**config.mk**
```make
export PLATFORM = sky130hd
export DESIGN_NAME = charger_safety_config_regs
export DESIGN_NICKNAME = d
export VERILOG_FILES = /design/src/rtl/charger_cfg_pkg.sv /design/src/rtl/charger_safety_config_regs.sv /design/src/rtl/i2c_reg_slave.sv
export SDC_FILE = /design/constraint.sdc
export NUM_CORES = 1
export LEC_CHECK = 0
export BUFFER_PORTS_ARGS = -buffer_cell sky130_fd_sc_hd__buf_4
export CAP_MARGIN = 20
export CORE_UTILIZATION = 60
export CTS_BUF_LIST = sky130_fd_sc_hd__clkbuf_2
export CTS_CLUSTER_SIZE = 20
export DETAILED_ROUTE_END_ITERATION = 7
export GPL_ROUTABILITY_DRIVEN = 0
export PLACE_DENSITY_LB_ADDON = 0.08
export SETUP_SLACK_MARGIN = 0.5
export SYNTH_ARGS = -nofsm -noshare
export SYNTH_HDL_FRONTEND = slang
export SYNTH_HIERARCHICAL = 1
export SYNTH_SLANG_ARGS = --single-unit
```
**constraint.sdc**
```tcl
create_clock -name CLK_SYS -period 3.02 [get_ports CLK_SYS]
set_clock_uncertainty 0.15 [all_clocks]
set_input_delay 0 -clock CLK_SYS [delete_from_list [all_inputs] [get_ports CLK_SYS]]
set_output_delay 0 -clock CLK_SYS [all_outputs]
set_load 0.03 [all_outputs]
```
**src/rtl/charger_cfg_pkg.sv**
```systemverilog
package charger_cfg_pkg;
  // Register offsets
  localparam logic [7:0] ADDR_TIMER_THERM = 8'h05;
  localparam logic [7:0] ADDR_OVP_TEST    = 8'h06;

  // Field positions, timer/thermistor register
  localparam int BIT_SLOWDOWN   = 7;
  localparam int BIT_LIMIT_HI   = 6;
  localparam int BIT_LIMIT_LO   = 5;
  localparam int BIT_DISCONNECT = 4;
  localparam int BIT_THERM_EN   = 3;
  // Field positions, overvoltage/test register
  localparam int BIT_OVP_HI     = 7;
  localparam int BIT_OVP_LO     = 5;
  localparam int BIT_DPLUS_REL  = 4;
  localparam int BIT_BATDET     = 3;
  localparam int BIT_PROD_TEST  = 2;

  // Reset values; timer register holds bits 7:3 only
  localparam logic [4:0] RST_TIMER_THERM = 5'h15;
  localparam logic [7:0] RST_OVP_TEST    = 8'hE0;

  // Safety limit codes
  localparam logic [1:0] LIMIT_OFF = 2'h3;

  // Thermistor fault codes
  localparam logic [2:0] THERM_NORMAL = 3'h0;
  localparam logic [2:0] THERM_HOT    = 3'h1;
  localparam logic [2:0] THERM_WARM   = 3'h2;
  localparam logic [2:0] THERM_COOL   = 3'h3;
  localparam logic [2:0] THERM_COLD   = 3'h4;
  localparam logic [2:0] THERM_CHILL  = 3'h5;
  localparam logic [2:0] THERM_FREEZE = 3'h6;
  localparam logic [2:0] THERM_OFF    = 3'h7;

  // Timing
  localparam int CLK_HZ      = 100_000_000;
  localparam int TICK_MS     = 1000;
  localparam int TICK_CYC    = CLK_HZ / 1000 * TICK_MS;
  // Fast-charge limits in hundredths of an hour
  localparam int LIMIT_SHORT_CH = 75;
  localparam int LIMIT_MID_CH   = 600;
  localparam int LIMIT_LONG_CH  = 900;
  localparam int SEC_PER_CH     = 36;

  // Serial slave; address value is arbitrary
  localparam logic [6:0] SLAVE_ADDR = 7'h2A;

  typedef enum logic [2:0] {
    SER_IDLE, SER_ADDR, SER_ACK_ADDR, SER_WBYTE, SER_ACK_W, SER_RBYTE, SER_ACK_R
  } ser_state_e;
endpackage

```
**src/rtl/charger_safety_config_regs.sv**
```systemverilog
`timescale 1ns/1ps
module charger_safety_config_regs
  import charger_cfg_pkg::*;
#(
  parameter int         TICK_CYCLES   = TICK_CYC,
  parameter logic       EXT_COLD_OPT  = 1'b0,
  parameter logic [6:0] DEV_ADDR      = SLAVE_ADDR
) (
  input  wire logic       CLK_SYS,
  input  wire logic       RST,
  input  wire logic       SCL_IN,
  input  wire logic       SDA_IN,
  output logic            SDA_OUT,
  output logic            SDA_OE,
  input  wire logic       THERMAL_REG_ACTIVE,
  input  wire logic       INPUT_VMGMT_ACTIVE,
  input  wire logic       PATH_MGMT_ACTIVE,
  input  wire logic       FAST_CHARGE_ACTIVE,
  input  wire logic       INPUT_PRESENT,
  input  wire logic       THERM_OPEN,
  input  wire logic       THERM_ABOVE_HOT,
  input  wire logic       THERM_ABOVE_WARM,
  input  wire logic       THERM_BELOW_COOL,
  input  wire logic       THERM_BELOW_COLD,
  input  wire logic       THERM_BELOW_FREEZE,
  input  wire logic       DPDM_DONE,
  input  wire logic       TERM_DONE,
  input  wire logic       BATTERY_PRESENT,
  output logic            SAFETY_TIMER_FAULT,
  output logic            TIMER_HALF_SPEED,
  output logic            BATFET_OFF,
  output logic            CHARGE_SUSPEND,
  output logic            VREG_REDUCED,
  output logic            ICHG_REDUCED,
  output logic            COLD_CHARGE_LIMIT,
  output logic [2:0]      OVERVOLT_SEL,
  output logic            DPLUS_SOURCE_ON,
  output logic            BATDET_RUN,
  output logic            BATTERY_FOUND,
  output logic            PROD_TEST_ACTIVE,
  output logic            ILIM_DISABLE
);
  localparam int PW = $clog2(TICK_CYCLES + 1);
  localparam int NS = 14;

  logic [NS-1:0] sync1_r;
  logic [NS-1:0] sync2_r;
  logic          s_therm_reg;
  logic          s_vmgmt;
  logic          s_path;
  logic          s_fast;
  logic          s_input;
  logic          s_open;
  logic          s_hot;
  logic          s_warm;
  logic          s_cool;
  logic          s_cold;
  logic          s_freeze;
  logic          s_dpdm;
  logic          s_term;
  logic          s_bat;

  logic [7:3]    tt_r;
  logic [7:0]    ov_r;
  logic [2:0]    code_r;
  logic [2:0]    code_nxt;
  logic [7:0]    ptr;
  logic          wr_en;
  logic [7:0]    wr_data;
  logic [7:0]    rd_data;
  logic          sda_oe_i;

  logic [PW-1:0] pre_r;
  logic          tick;
  logic          half_r;
  logic [15:0]   sec_r;
  logic [15:0]   limit_s;
  logic          slow_c;

  // External levels cross into the clock domain here
  always_ff @(posedge CLK_SYS) begin
    if (RST) begin
      sync1_r <= '0;
      sync2_r <= '0;
    end else begin
      sync1_r <= {THERMAL_REG_ACTIVE, INPUT_VMGMT_ACTIVE, PATH_MGMT_ACTIVE,
                  FAST_CHARGE_ACTIVE, INPUT_PRESENT, THERM_OPEN, THERM_ABOVE_HOT,
                  THERM_ABOVE_WARM, THERM_BELOW_COOL, THERM_BELOW_COLD,
                  THERM_BELOW_FREEZE, DPDM_DONE, TERM_DONE, BATTERY_PRESENT};
      sync2_r <= sync1_r;
    end
  end

  assign {s_therm_reg, s_vmgmt, s_path, s_fast, s_input, s_open, s_hot,
          s_warm, s_cool, s_cold, s_freeze, s_dpdm, s_term, s_bat} = sync2_r;

  i2c_reg_slave #(
    .DEV_ADDR (DEV_ADDR)
  ) u_slave (
    .clk     (CLK_SYS),
    .rst     (RST),
    .scl_in  (SCL_IN),
    .sda_in  (SDA_IN),
    .sda_oe  (sda_oe_i),
    .ptr     (ptr),
    .wr_en   (wr_en),
    .wr_data (wr_data),
    .rd_data (rd_data)
  );

  // Open drain: the pin only ever pulls low
  always_ff @(posedge CLK_SYS) begin
    SDA_OUT <= 1'b0;
  end

  assign SDA_OE = sda_oe_i;

  // Unmapped offsets read zero
  always_comb begin
    case (ptr)
      ADDR_TIMER_THERM: rd_data = {tt_r, code_r};
      ADDR_OVP_TEST:    rd_data = ov_r;
      default:          rd_data = 8'h00;
    endcase
  end

  always_ff @(posedge CLK_SYS) begin
    if (RST) begin
      tt_r <= RST_TIMER_THERM;
    end else if (wr_en && ptr == ADDR_TIMER_THERM) begin
      tt_r <= wr_data[7:3];
    end
  end

  always_ff @(posedge CLK_SYS) begin
    if (RST) begin
      ov_r <= RST_OVP_TEST;
    end else if (wr_en && ptr == ADDR_OVP_TEST) begin
      ov_r <= wr_data;
      if (wr_data[BIT_PROD_TEST] && !ov_r[BIT_PROD_TEST] && s_bat) begin
        ov_r[BIT_PROD_TEST] <= 1'b0;
      end
    end
  end

  // Cold faults rank above cool so a deeper zone always wins
  always_comb begin
    code_nxt = THERM_NORMAL;
    if (!tt_r[BIT_THERM_EN] || s_open) begin
      code_nxt = THERM_OFF;
    end else if (s_hot) begin
      code_nxt = THERM_HOT;
    end else if (s_warm) begin
      code_nxt = THERM_WARM;
    end else if (EXT_COLD_OPT && s_freeze) begin
      code_nxt = THERM_FREEZE;
    end else if (EXT_COLD_OPT && s_cold) begin
      code_nxt = THERM_CHILL;
    end else if (s_cold) begin
      code_nxt = THERM_COLD;
    end else if (s_cool) begin
      code_nxt = THERM_COOL;
    end
  end

  always_ff @(posedge CLK_SYS) begin
    if (RST) begin
      code_r <= THERM_NORMAL;
    end else begin
      code_r <= code_nxt;
    end
  end

  always_ff @(posedge CLK_SYS) begin
    if (RST) begin
      CHARGE_SUSPEND    <= 1'b0;
      VREG_REDUCED      <= 1'b0;
      ICHG_REDUCED      <= 1'b0;
      COLD_CHARGE_LIMIT <= 1'b0;
    end else begin
      CHARGE_SUSPEND    <= code_r == THERM_HOT || code_r == THERM_COLD ||
                           code_r == THERM_FREEZE;
      VREG_REDUCED      <= code_r == THERM_WARM;
      ICHG_REDUCED      <= code_r == THERM_COOL;
      COLD_CHARGE_LIMIT <= code_r == THERM_CHILL;
    end
  end

  // Prescaler gives one tick per second
  always_ff @(posedge CLK_SYS) begin
    if (RST || !s_fast || pre_r == PW'(TICK_CYCLES - 1)) begin
      pre_r <= '0;
    end else begin
      pre_r <= pre_r + PW'(1);
    end
  end

  assign tick = s_fast && pre_r == PW'(TICK_CYCLES - 1);

  // slowdown only while a loop reduces current
  assign slow_c = tt_r[BIT_SLOWDOWN] && (s_therm_reg || s_vmgmt || s_path);

  always_comb begin
    case (tt_r[BIT_LIMIT_HI:BIT_LIMIT_LO])
      2'h0:    limit_s = 16'(LIMIT_SHORT_CH * SEC_PER_CH);
      2'h1:    limit_s = 16'(LIMIT_MID_CH * SEC_PER_CH);
      2'h2:    limit_s = 16'(LIMIT_LONG_CH * SEC_PER_CH);
      default: limit_s = 16'hFFFF;
    endcase
  end

  // Count restarts with each fast-charge phase
  always_ff @(posedge CLK_SYS) begin
    if (RST || !s_fast) begin
      sec_r  <= 16'h0000;
      half_r <= 1'b0;
    end else if (tick) begin
      half_r <= slow_c ? ~half_r : 1'b0;
      if ((!slow_c || half_r) && sec_r != 16'hFFFF) begin
        sec_r <= sec_r + 16'h0001;
      end
    end
  end

  always_ff @(posedge CLK_SYS) begin
    if (RST || !s_fast) begin
      SAFETY_TIMER_FAULT <= 1'b0;
    end else if (tt_r[BIT_LIMIT_HI:BIT_LIMIT_LO] == LIMIT_OFF) begin
      SAFETY_TIMER_FAULT <= 1'b0;
    end else if (sec_r >= limit_s) begin
      SAFETY_TIMER_FAULT <= 1'b1;
    end
  end

  // Output flops for the control bits
  always_ff @(posedge CLK_SYS) begin
    if (RST) begin
      TIMER_HALF_SPEED <= 1'b0;
      BATFET_OFF       <= 1'b0;
      OVERVOLT_SEL     <= RST_OVP_TEST[BIT_OVP_HI:BIT_OVP_LO];
      DPLUS_SOURCE_ON  <= 1'b0;
      BATDET_RUN       <= 1'b0;
      BATTERY_FOUND    <= 1'b0;
      PROD_TEST_ACTIVE <= 1'b0;
      ILIM_DISABLE     <= 1'b0;
    end else begin
      TIMER_HALF_SPEED <= slow_c;
      BATFET_OFF       <= tt_r[BIT_DISCONNECT] && !s_input;
      OVERVOLT_SEL     <= ov_r[BIT_OVP_HI:BIT_OVP_LO];
      DPLUS_SOURCE_ON  <= s_dpdm && !ov_r[BIT_DPLUS_REL];
      BATDET_RUN       <= ov_r[BIT_BATDET] || s_term || ov_r[BIT_PROD_TEST];
      BATTERY_FOUND    <= BATDET_RUN && s_bat;
      PROD_TEST_ACTIVE <= ov_r[BIT_PROD_TEST];
      ILIM_DISABLE     <= ov_r[BIT_PROD_TEST];
    end
  end
endmodule

```
**src/rtl/i2c_reg_slave.sv**
```systemverilog
`timescale 1ns/1ps
module i2c_reg_slave
  import charger_cfg_pkg::*;
#(
  parameter logic [6:0] DEV_ADDR = SLAVE_ADDR
) (
  input  wire logic       clk,
  input  wire logic       rst,
  input  wire logic       scl_in,
  input  wire logic       sda_in,
  output logic            sda_oe,
  output logic [7:0]      ptr,
  output logic            wr_en,
  output logic [7:0]      wr_data,
  input  wire logic [7:0] rd_data
);
  logic [1:0] scl_sync_r;
  logic [1:0] sda_sync_r;
  logic       scl_d_r;
  logic       sda_d_r;
  ser_state_e st_r;
  logic [3:0] cnt_r;
  logic [7:0] sh_r;
  logic [7:0] tx_r;
  logic       rw_r;
  logic       have_ptr_r;
  logic       inc_r;
  logic       nack_r;
  logic       scl_rise;
  logic       scl_fall;
  logic       start_c;
  logic       stop_c;

  always_ff @(posedge clk) begin
    if (rst) begin
      scl_sync_r <= 2'h3;
      sda_sync_r <= 2'h3;
      scl_d_r    <= 1'b1;
      sda_d_r    <= 1'b1;
    end else begin
      scl_sync_r <= {scl_sync_r[0], scl_in};
      sda_sync_r <= {sda_sync_r[0], sda_in};
      scl_d_r    <= scl_sync_r[1];
      sda_d_r    <= sda_sync_r[1];
    end
  end

  assign scl_rise = scl_sync_r[1] & ~scl_d_r;
  assign scl_fall = ~scl_sync_r[1] & scl_d_r;
  assign start_c  = scl_sync_r[1] & scl_d_r & sda_d_r & ~sda_sync_r[1];
  assign stop_c   = scl_sync_r[1] & scl_d_r & ~sda_d_r & sda_sync_r[1];

  always_ff @(posedge clk) begin
    wr_en <= 1'b0;
    if (rst || stop_c) begin
      st_r   <= SER_IDLE;
      sda_oe <= 1'b0;
      cnt_r  <= 4'h0;
      inc_r  <= 1'b0;
      if (rst) begin
        ptr     <= 8'h00;
        wr_data <= 8'h00;
        sh_r    <= 8'h00;
        tx_r    <= 8'h00;
        rw_r    <= 1'b0;
        nack_r  <= 1'b0;
        have_ptr_r <= 1'b0;
      end
    end else if (start_c) begin
      st_r   <= SER_ADDR;
      cnt_r  <= 4'h0;
      sda_oe <= 1'b0;
      have_ptr_r <= 1'b0;
    end else if (scl_rise) begin
      if (st_r == SER_ADDR || st_r == SER_WBYTE) begin
        sh_r  <= {sh_r[6:0], sda_sync_r[1]};
        cnt_r <= cnt_r + 4'h1;
      end else if (st_r == SER_RBYTE) begin
        cnt_r <= cnt_r + 4'h1;
      end else if (st_r == SER_ACK_R) begin
        nack_r <= sda_sync_r[1];
      end
    end else if (scl_fall) begin
      case (st_r)
        SER_ADDR: begin
          if (cnt_r == 4'h8) begin
            if (sh_r[7:1] == DEV_ADDR) begin
              st_r   <= SER_ACK_ADDR;
              sda_oe <= 1'b1;
              rw_r   <= sh_r[0];
            end else begin
              st_r <= SER_IDLE;
            end
          end
        end
        SER_ACK_ADDR, SER_ACK_R: begin
          cnt_r <= 4'h0;
          if (st_r == SER_ACK_R && nack_r) begin
            st_r   <= SER_IDLE;
            sda_oe <= 1'b0;
          end else if (st_r == SER_ACK_R || rw_r) begin
            st_r   <= SER_RBYTE;
            tx_r   <= rd_data;
            sda_oe <= ~rd_data[7];
          end else begin
            st_r   <= SER_WBYTE;
            sda_oe <= 1'b0;
          end
        end
        SER_WBYTE: begin
          if (cnt_r == 4'h8) begin
            st_r   <= SER_ACK_W;
            sda_oe <= 1'b1;
            if (!have_ptr_r) begin
              ptr        <= sh_r;
              have_ptr_r <= 1'b1;
            end else begin
              wr_en   <= 1'b1;
              wr_data <= sh_r;
              inc_r   <= 1'b1;
            end
          end
        end
        SER_ACK_W: begin
          st_r   <= SER_WBYTE;
          sda_oe <= 1'b0;
          cnt_r  <= 4'h0;
          inc_r  <= 1'b0;
          if (inc_r) begin
            ptr <= ptr + 8'h01;
          end
        end
        SER_RBYTE: begin
          if (cnt_r == 4'h8) begin
            st_r   <= SER_ACK_R;
            sda_oe <= 1'b0;
            ptr    <= ptr + 8'h01;
          end else begin
            sda_oe <= ~tx_r[6];
            tx_r   <= {tx_r[6:0], 1'b0};
          end
        end
        default: begin
          st_r   <= SER_IDLE;
          sda_oe <= 1'b0;
        end
      endcase
    end
  end
endmodule
```
# == Word level (Yosys, flattened, before mapping) ==
# Cells that the tools add are included.
# Widths: inputs -> output; s select.
# word_totals
ram_bits,0
register_bits,152
output_inout_bits,17
inputBits,18
wordCells,255
latch_bits,0
memories,0
romBits,0
# op_classes
n_addsub,4
mul,0
order_cmp,1
eq_ne,44
n_shift,0
n_reduce_logical,67
div,0
n_bitwise,19
muxes,83
# op_table
operator,count
$mux 8,20
$mux 7,7
$pmux 16 s3,1
$mux 1,33
$add 27x1->27 const B,1
$eq 27x27->1 const B,1
$mux 3,9
$reduce_bool 2->1,13
$pmux 8 s3,1
$ne 3x2->1 const B,7
$mux 4,5
$reduce_and 5->1,4
$eq 3x3->1 const B,6
$add 16x1->16 const B,1
$eq 8x3->1 const B,2
$ge 16x16->1,1
$ne 16x16->1 const B,1
$ne 2x2->1 const B,8
$pmux 8 s2,1
$pmux 3 s5,1
$pmux 7 s2,1
$reduce_and 7->1,2
$logic_or 1x1->1,13
$eq 3x2->1 const B,4
other kinds (29),75

# == Logic depth before layout (Yosys ltp) ==
# Gate-level depths: netlist of the first run.
# logic_depth
depth_word,9
mapped_depth,9

# == By module ==
# Netlist of the first run, hierarchy kept.
# by_module_without_submodules
module,cells_per_inst,instances,area_per_inst_um2,seq_area_each_um2
charger_safety_config_regs,462,1,4300.4,2001.9
i2c_reg_slave,231,1,2473.6,1341.3

# == Worst setup path after synthesis of the first run ==
# No wires, ideal clock.
# synth_path
path_kind,register -> register
startpoint,register u_slave.ptr[5]
endpoint,register u_slave.sda_oe
slack_ps,682
path_stages_with_launch,10
arrival_time_ps,2070
setup_ps,119
period_less_slack_ps,2338
path_cell_list,edfxtp_1 -> nor4_1 -> and3_1 -> clkbuf_1 -> clkbuf_1 -> a22o_1 -> inv_1 -> a31oi_1 -> o32ai_1 -> o221a_2
# synth_via
elab_chain_len,6
word_cells_on_any_way,7
classes_between,eq/ne (2); mux (4); bitwise (1)
# synth_rtl
element,line_no,text
start: declaration,i2c_reg_slave.sv:12,"output logic [7:0] ptr,"
start signal: assignment,i2c_reg_slave.sv:115,ptr <= sh_r;
start signal: assignment,i2c_reg_slave.sv:130,ptr <= ptr + 8'h01;
start signal: assignment,i2c_reg_slave.sv:137,ptr <= ptr + 8'h01;
$eq 8x3->1,charger_safety_config_regs.sv:120,case (ptr)
$pmux 8 s2 (*),charger_safety_config_regs.sv:120,
via rd_data[7],charger_safety_config_regs.sv:70,logic [7:0] rd_data;
$not 1->1 (*),i2c_reg_slave.sv:104,sda_oe <= ~rd_data[7];
$mux 1 (*),i2c_reg_slave.sv:101,end else if (st_r == SER_ACK_R || rw_r) begin
$mux 1 (*),i2c_reg_slave.sv:98,if (st_r == SER_ACK_R && nack_r) begin
$pmux 1 s4 (*),i2c_reg_slave.sv:84,case (st_r)
end signal: assignment,i2c_reg_slave.sv:104,
end signal: assignment,i2c_reg_slave.sv:139,sda_oe <= ~tx_r[6];
end: declaration,i2c_reg_slave.sv:11,"output logic sda_oe,"
# The timed path passes the listed nets; every way through them passes the cells marked *.
# A chain may end at the register's enable or synchronous reset.

# == Worst setup path in the final report of the first run ==
# layout_path
startpoint,register tt_r[5] in the netlist's numbering
endpoint,register SAFETY_TIMER_FAULT
# layout_via
elab_chain_len,3
word_cells_on_any_way,7
classes_between,order compare (1); eq/ne (3); mux (1); reduce/logical (2)
# layout_rtl
element,line_no,text
start: declaration,charger_safety_config_regs.sv:63,logic [7:3] tt_r;
start signal: assignment,charger_safety_config_regs.sv:131,tt_r <= wr_data[7:3];
$eq 2x2->1 (tied with other cells),charger_safety_config_regs.sv:204,case (tt_r[BIT_LIMIT_HI:BIT_LIMIT_LO])
$pmux 16 s3,charger_safety_config_regs.sv:204,
$ge 16x16->1,charger_safety_config_regs.sv:230,end else if (sec_r >= limit_s) begin
end signal: assignment,charger_safety_config_regs.sv:227,SAFETY_TIMER_FAULT <= 1'b0;
end signal: assignment,charger_safety_config_regs.sv:229,SAFETY_TIMER_FAULT <= 1'b0;
end signal: assignment,charger_safety_config_regs.sv:231,SAFETY_TIMER_FAULT <= 1'b1;
end: declaration,charger_safety_config_regs.sv:29,"output logic SAFETY_TIMER_FAULT,"
# Parallel ways exist; a longest one is shown, timed or not.

==> flow_metrics.tcl, run 1 <==
set metrics [dict create \
    status "finished, final reports clean" \
    htree_levels 4 \
    clockRootBuffer "sky130_fd_sc_hd__clkbuf_2" \
    timing.setup.tns_ns 0 \
    placement.io_buffers 32 \
    cts_tree "yes" \
    layoutNonFillerInstCount 920 \
    timing.setup.critical_path_class "register to register" \
    nFillCells 796 \
    grt_overflow 0 \
    startpoint_type "register" \
    p_leak_nw 2.94 \
    ys_ff_latch 150 \
    finalCriticalPeriod_ns 2.34 \
    netlist.top_cell.by_area "sky130_fd_sc_hd__dfxtp_1" \
    rsz0062_at_grt "false" \
    post-synth-top-count-cell "sky130_fd_sc_hd__dfxtp_1" \
    fp-row-count 38 \
    synthesis.area_per_instance_um2 9.77 \
    starting_utilization_of_the_core_area_pct 61.9 \
    post-cts-setup-buffer-count 0 \
    netlist.area_leader.share_pct 34.3 \
    grt_start_max_net_pins 74 \
    floorplan.die_area_mm2 0.0117 \
    worstHoldPathType "input port to register" \
    die_x_um 108 \
    post_route_cells_drive_above_1_share_pct 12.4 \
    first_global_vias 5035 \
    drt-pass1-iter-count 5 \
    antennaDiodeCount 0 \
    ys_types 72 \
    synth_edf_count 34 \
    core_region_area_mm2 0.0109 \
    dp_hpwl_mm 8.98 \
    all_layer_global_routing_usage_pct 26.7 \
    seq_area_frac_synth_pct 49.4 \
    clock_insertion_delay_worst_skew_ns 0.76 \
    drv_cap 0 \
    predominant_post_synthesis_flop_cell "sky130_fd_sc_hd__dfxtp_1" \
    timing.critical_path.required_ns 3.52 \
    synth-async-reset-ratio_pct 0 \
    worst-endpoint-arrival_ns 2.84 \
    post_synth_main_area_contributors "sky130_fd_sc_hd__dfxtp_1 (34%), sky130_fd_sc_hd__edfxtp_1 (15%), sky130_fd_sc_hd__ha_1 (5.0%)" \
    antenna_found_initial 0 \
    fmaxAchievable_mhz 428 \
    chipHeight_um 108 \
    layout.nets 812 \
    synth.cell_area_mm2 0.00677 \
    syn_nets 738 \
    dr.first_iter.drc_count 310 \
    post_synth_most_frequent_cells "sky130_fd_sc_hd__dfxtp_1 (116), sky130_fd_sc_hd__nor2_1 (68), sky130_fd_sc_hd__nand2_1 (48)" \
    power.density_cell_area_mw_per_mm2 440 \
    detail_route.drc_violations 0 \
    synthesis.instances 693 \
    ys_warnings 6 \
    timing.final.max_slew_violations 0 \
    ioPinCount 35 \
    cts_max_path_buffers 2 \
    critical_path.max_fanout 7 \
    cts_made_buffers 17 \
    cts.sinks 150 \
    worstSetupEndpointType "register" \
    area_growth_pct 14.9 \
    numPlacedInstances 842 \
    wl_mm 14.7 \
    vdd_ir_drop_max_mv 0.425 \
    layout_worst_path_cycle_share_pct 77.5 \
    first_pass_grt_wire_length_mm 24.0 \
    drtAntennaViolNets 0 \
    timing_worst_slew_pin_value_ns 0.887 \
    path_clk_slew_ns 0.27 \
    setup-violations-final 0 \
    dr_total_vias 5329 \
    headroom_to_the_max_slew_limit_pct 40.8 \
    post_drt_wl_per_cell_um 16.0 \
    timing_hold_violations_final 0 \
    detail_routed_via_count_per_cell 5.79 \
]
==> placed cells by master (no fill, tap or decap), types with 18 or more instances in the layout <==
cell,n
sky130_fd_sc_hd__nand2_1,48
sky130_fd_sc_hd__buf_4,40
sky130_fd_sc_hd__nor2b_1,36
sky130_fd_sc_hd__ha_1,27
sky130_fd_sc_hd__nand3_1,31
sky130_fd_sc_hd__xnor2_1,24
sky130_fd_sc_hd__dfxtp_1,116
sky130_fd_sc_hd__dlygate4sd3_1,46
sky130_fd_sc_hd__edfxtp_1,34
sky130_fd_sc_hd__nor2_1,68
sky130_fd_sc_hd__a21oi_1,41
sky130_fd_sc_hd__clkbuf_2,18
==> worst paths after layout <==
| check | to | start | slack (ns) | cells past startpoint |
|---|---|---|---|---|
| min reg2reg | u_slave/sda_sync_r[1]$_SDFF_PP1_ | u_slave/sda_sync_r[0]$_SDFF_PP1_ | 0.29 | 1 |
| max | SAFETY_TIMER_FAULT$_SDFFE_PP0P_ | tt_r[5]$_SDFFE_PP1P_ | 0.68 | 8 |
| min | sync2_r[1]$_SDFF_PP0_ | RST | 0.19 | 3 |
| max reg2reg | SAFETY_TIMER_FAULT$_SDFFE_PP0P_ | tt_r[5]$_SDFFE_PP1P_ | 0.68 | 8 |
==> per-stage QoR <==
step / hold WS (ns) / cell area, um2 / utilization (%) / setup WS [ns] / total power [mW]
floorplan: -0.0462 / 6770 / - / 0.682 / 2.28
global placement: 0.0345 / 7110 / 65.0 / 0.790 / 2.34
detailed placement: 0.0426 / 7110 / 65.0 / 0.724 / 2.34
CTS: 0.135 / 7780 / 71.2 / 0.689 / 3.42
global route: 0.143 / 7790 / 71.2 / 0.543 / 3.56
finish: 0.185 / 7790 / 71.2 / 0.681 / 3.43
==> sequential cells by signal (all words and copies together), names as in the netlist, 2 cells and up <==
name and flops:
u_slave/ptr 8, sec_r 16, pre_r 27, u_slave/cnt_r 4, ov_r 8, u_slave/tx_r 7
u_slave/sh_r 8, tt_r 5, OVERVOLT_SEL 3, code_r 3, sync2_r 13, u_slave/scl_sync_r 2
u_slave/st_r 3, u_slave/sda_sync_r 2, u_slave/wr_data 8, sync1_r 13
==> power breakdown <==
group          leakage (nW)  switching [mW]  internal (mW)  total, mW
sequential             1.28          0.0346           2.11       2.14
clock                 0.133           0.758          0.308       1.07
combinational          1.53           0.106          0.108      0.214
==> cell type report <==
type | instances | area, um2 | area share, %
Tap cell | 140 | 175 | 2.25
Clock buffer | 18 | 90.1 | 1.16
Sequential cell | 150 | 3340 | 42.9
Clock inverter | 14 | 128 | 1.64
Inverter | 18 | 67.6 | 0.868
Multi-Input combinational cell | 494 | 3220 | 41.4
Timing Repair Buffer | 86 | 761 | 9.77
==> what timing repair did <==
| item | CTS | global route |
|---|---|---|
| setup endpoints to repair | 0 | 2 |
| resized for setup | 0 | 1 |
| hold buffers | 46 | 0 |
| endpoints found under the hold margin | 83 | 0 |
==> layer usage <==
metal,vias to the layer above,GRT usage (%),part of all wire [%]
met4,0,10.1,1.6
li1,2626,-,-
met2,131,46.4,51
met3,20,6.51,3.9
met5,-,0,0
met1,2552,31.8,44
==> critical path: stages (launching register included) <==
cell and delay, ns:
sky130_fd_sc_hd__dfxtp_1 0.53, sky130_fd_sc_hd__inv_1 0.10, sky130_fd_sc_hd__ha_1 0.34, sky130_fd_sc_hd__ha_1 0.30, sky130_fd_sc_hd__and3_1 0.18, sky130_fd_sc_hd__a221oi_1 0.31, sky130_fd_sc_hd__o21ai_0 0.13, sky130_fd_sc_hd__a21oi_1 0.15
sky130_fd_sc_hd__o21ai_0 0.08
==> cell families (layout without fill, tap and decap cells) <==
logic type / Yosys count / in the layout / share of synthesized area (%)
adders and majority gates: 27 / 27 / 4.99
muxes: 10 / 10 / 1.48
xor gates and xnor gates: 34 / 34 / 4.40
buffers and inverters: 49 / 136 / 3.10
AOI/OAI and AO/OA: 124 / 124 / 12.6
other: 1 / 1 / 0.0554
and+or+nand+nor: 298 / 298 / 24.0
DFF: 150 / 150 / 49.4
(Power assumes the default switching activity.)
==> inputs of run 2 (changes only) <==
Clock period 3.02 ns to 2.4 ns, I/O delays scaled along.
==> flow_metrics.tcl, run 2 (synthesized netlist as in run 1, its figures left out) <==
set metrics [dict create \
    min_from "RST" \
    worst_hold_path.endpoint "u_slave/nack_r$_SDFFCE_PP0P_" \
    core_region_area_mm2 0.0109 \
    timing.reg2reg.setup_slack_ns 0.28 \
    drtAntennaViolNets 0 \
    worstSetupEndpointType "register" \
    critPathSlowestCell "sky130_fd_sc_hd__edfxtp_1" \
    worst-endpoint-arrival_ns 2.58 \
    layout.nets 859 \
    layoutNonFillerInstCount 967 \
    worst_r2r_endpoint "u_slave/sda_oe$_SDFFE_PP0P_" \
    placement.io_buffers 32 \
    grt_overflow 0 \
    antenna_found_initial 0 \
    setup-violations-final 0 \
    headroom_to_the_max_slew_limit_pct 65.7 \
    timing.setup.tns_ns 0 \
    layout_worst_path_cycle_share_pct 88.1 \
    critical_path.cell_chain "nor4_4 > and4b_1 > a22o_1 > inv_1 > a31oi_1 > o32ai_1 > o221a_2" \
    hold-path-cell-count 3 \
    fmaxAchievable_mhz 473 \
    finalCriticalPeriod_ns 2.12 \
    post_drt_wl_per_cell_um 17.0 \
    power.density_cell_area_mw_per_mm2 503 \
    dp_hpwl_mm 9.22 \
    clockRootBuffer "sky130_fd_sc_hd__clkbuf_2" \
    timing.critical_path.required_ns 2.87 \
    vdd_ir_drop_max_mv 0.468 \
    nFillCells 677 \
    layout.core_utilization_pct 79.2 \
    p_leak_nw 3.31 \
    cts_tree "yes" \
    startpoint_type "register" \
    post_route_cells_drive_above_1_share_pct 27.6 \
    wl_mm 16.4 \
    timing_hold_violations_final 0 \
    drv_cap 0 \
    dr_total_vias 5688 \
    most-common-layout-cells "sky130_fd_sc_hd__dfxtp_1 (85), sky130_fd_sc_hd__buf_4 (78), sky130_fd_sc_hd__nor2_1 (66)" \
    worst_case_reg_to_reg_path_depth 7 \
    ioPinCount 35 \
    top_register "pre_r" \
    area_growth_pct 27.9 \
    largest_register_ffs 27 \
    cts.sinks 150 \
    floorplan.die_area_mm2 0.0117 \
    first_pass_grt_wire_length_mm 26.0 \
    worstHoldPathType "input port to register" \
    chipHeight_um 108 \
    starting_utilization_of_the_core_area_pct 61.9 \
    fp-row-count 38 \
    timing.setup.critical_path_class "register to register" \
    total_power_mw 4.36 \
    detail_route.drc_violations 0 \
    timing.final.max_slew_violations 0 \
    grt_start_max_net_pins 56 \
    reg.largest.list "pre_r x27, sec_r x16" \
    cpPeakStageDelay_ns 0.49 \
    final_common_cell "sky130_fd_sc_hd__dfxtp_1" \
    multiInputGateArea_mm2 0.00366 \
    status "finished, final reports clean" \
    detail_routed_via_count_per_cell 5.88 \
    rsz0062_at_grt "true" \
    cts_max_path_buffers 2 \
    htree_levels 4 \
    timing_worst_slew_pin_value_ns 0.515 \
    drt-pass1-iter-count 5 \
    path_clk_slew_ns 0.24 \
    numPlacedInstances 848 \
    antennaDiodeCount 0 \
    all_layer_global_routing_usage_pct 28.7 \
    clock_insertion_delay_worst_skew_ns 0.71 \
    start_of_the_worst_register_to_register_path "u_slave/ptr[6]$_SDFFCE_PP0P_" \
    die_x_um 108 \
    cts_made_buffers 17 \
    dr.first_iter.drc_count 444 \
    layout.area.seq_mm2 0.00339 \
    first_global_vias 5522 \
    critical_path.max_fanout 3 \
]
-- run 2: cell count changes in the layout (fill, tap and decap cells not counted), moves of 4 or more --
cell                      before  now
sky130_fd_sc_hd__buf_4        40   78
sky130_fd_sc_hd__dfxtp_1     116   85
sky130_fd_sc_hd__dfxtp_2       0   26
sky130_fd_sc_hd__ha_1         27   18
sky130_fd_sc_hd__a21oi_1      41   33
sky130_fd_sc_hd__ha_4          0    7
sky130_fd_sc_hd__nor4_1        8    1
sky130_fd_sc_hd__a21oi_2       0    6
sky130_fd_sc_hd__dfxtp_4       0    5
sky130_fd_sc_hd__nor4_2        0    4
sky130_fd_sc_hd__o21ai_0      16   12
sky130_fd_sc_hd__o21ai_1       1    5
-- run 2: how the worst max path moves through the flow --
stage / slack (ns) / end / depth (start not counted) / from
after floorplan: 0.33 / u_slave/sda_oe$_SDFFE_PP0P_ / 9 / u_slave/ptr[6]$_SDFFCE_PP0P_
after global placement: 0.32 / sec_r[13]$_SDFFE_PP0P_ / 5 / pre_r[11]$_SDFF_PP0_
after detailed placement: 0.24 / sec_r[15]$_SDFFE_PP0P_ / 5 / pre_r[12]$_SDFF_PP0_
after CTS: 0.34 / u_slave/sda_oe$_SDFFE_PP0P_ / 7 / u_slave/ptr[6]$_SDFFCE_PP0P_
after global routing: 0.24 / u_slave/sda_oe$_SDFFE_PP0P_ / 7 / u_slave/ptr[6]$_SDFFCE_PP0P_
final: 0.28 / u_slave/sda_oe$_SDFFE_PP0P_ / 7 / u_slave/ptr[6]$_SDFFCE_PP0P_
-- run 2: worst max-delay path: cells and delay by family, from the launching register on --
| family | cells | cell delay (ns) |
|---|---|---|
| compound gates | 4 | 0.69 |
| simple gates | 2 | 0.64 |
| buf+inv | 1 | 0.06 |
| flops | 1 | 0.49 |
-- run 2: final cells by class --
type	count	area share [%]
clock buffers	19	1.10
clock inverters	13	1.43
inverters	18	0.837
multi-input cells	496	42.2
flip-flops and latches	150	39.2
well taps	140	2.02
repair buffers	131	13.3
-- run 2: layer usage --
layer,wire (um),vias to the layer above,track usage (%)
met5,0,-,0
met1,6830,2797,34.0
met4,252,0,9.56
li1,-,2729,-
met2,8680,138,50.7
met3,649,24,7.05
-- run 2: report_power, final --
group | internal (mW) | switching [mW] | leakage, nW
combinational | 0.166 | 0.156 | 1.87
clock | 0.403 | 0.947 | 0.147
sequential | 2.65 | 0.0413 | 1.29
total | 3.22 | 1.14 | 3.31
-- run 2: stage by stage --
stage | setup WS [ns] | area, um2 | hold WS, ns
2_1_floorplan | 0.330 | 6840 | -0.0462
3_3_place_gp | 0.319 | 7200 | 0.0347
3_5_place_dp | 0.239 | 7200 | 0.0389
4_1_cts | 0.345 | 8340 | 0.0124
5_1_grt | 0.241 | 8670 | 0.0758
6_report | 0.285 | 8670 | 0.132
-- run 2: timing repair --
item | 4_1_cts | 5_1_grt
gates resized for setup | 55 | 61
hold buffers | 47 | 0
cloned | 2 | 0
pin swaps | 13 | 27
buffers inserted | 23 | 15
endpoints found under the hold margin | 184 | 0
setup endpoints to repair | 75 | 118
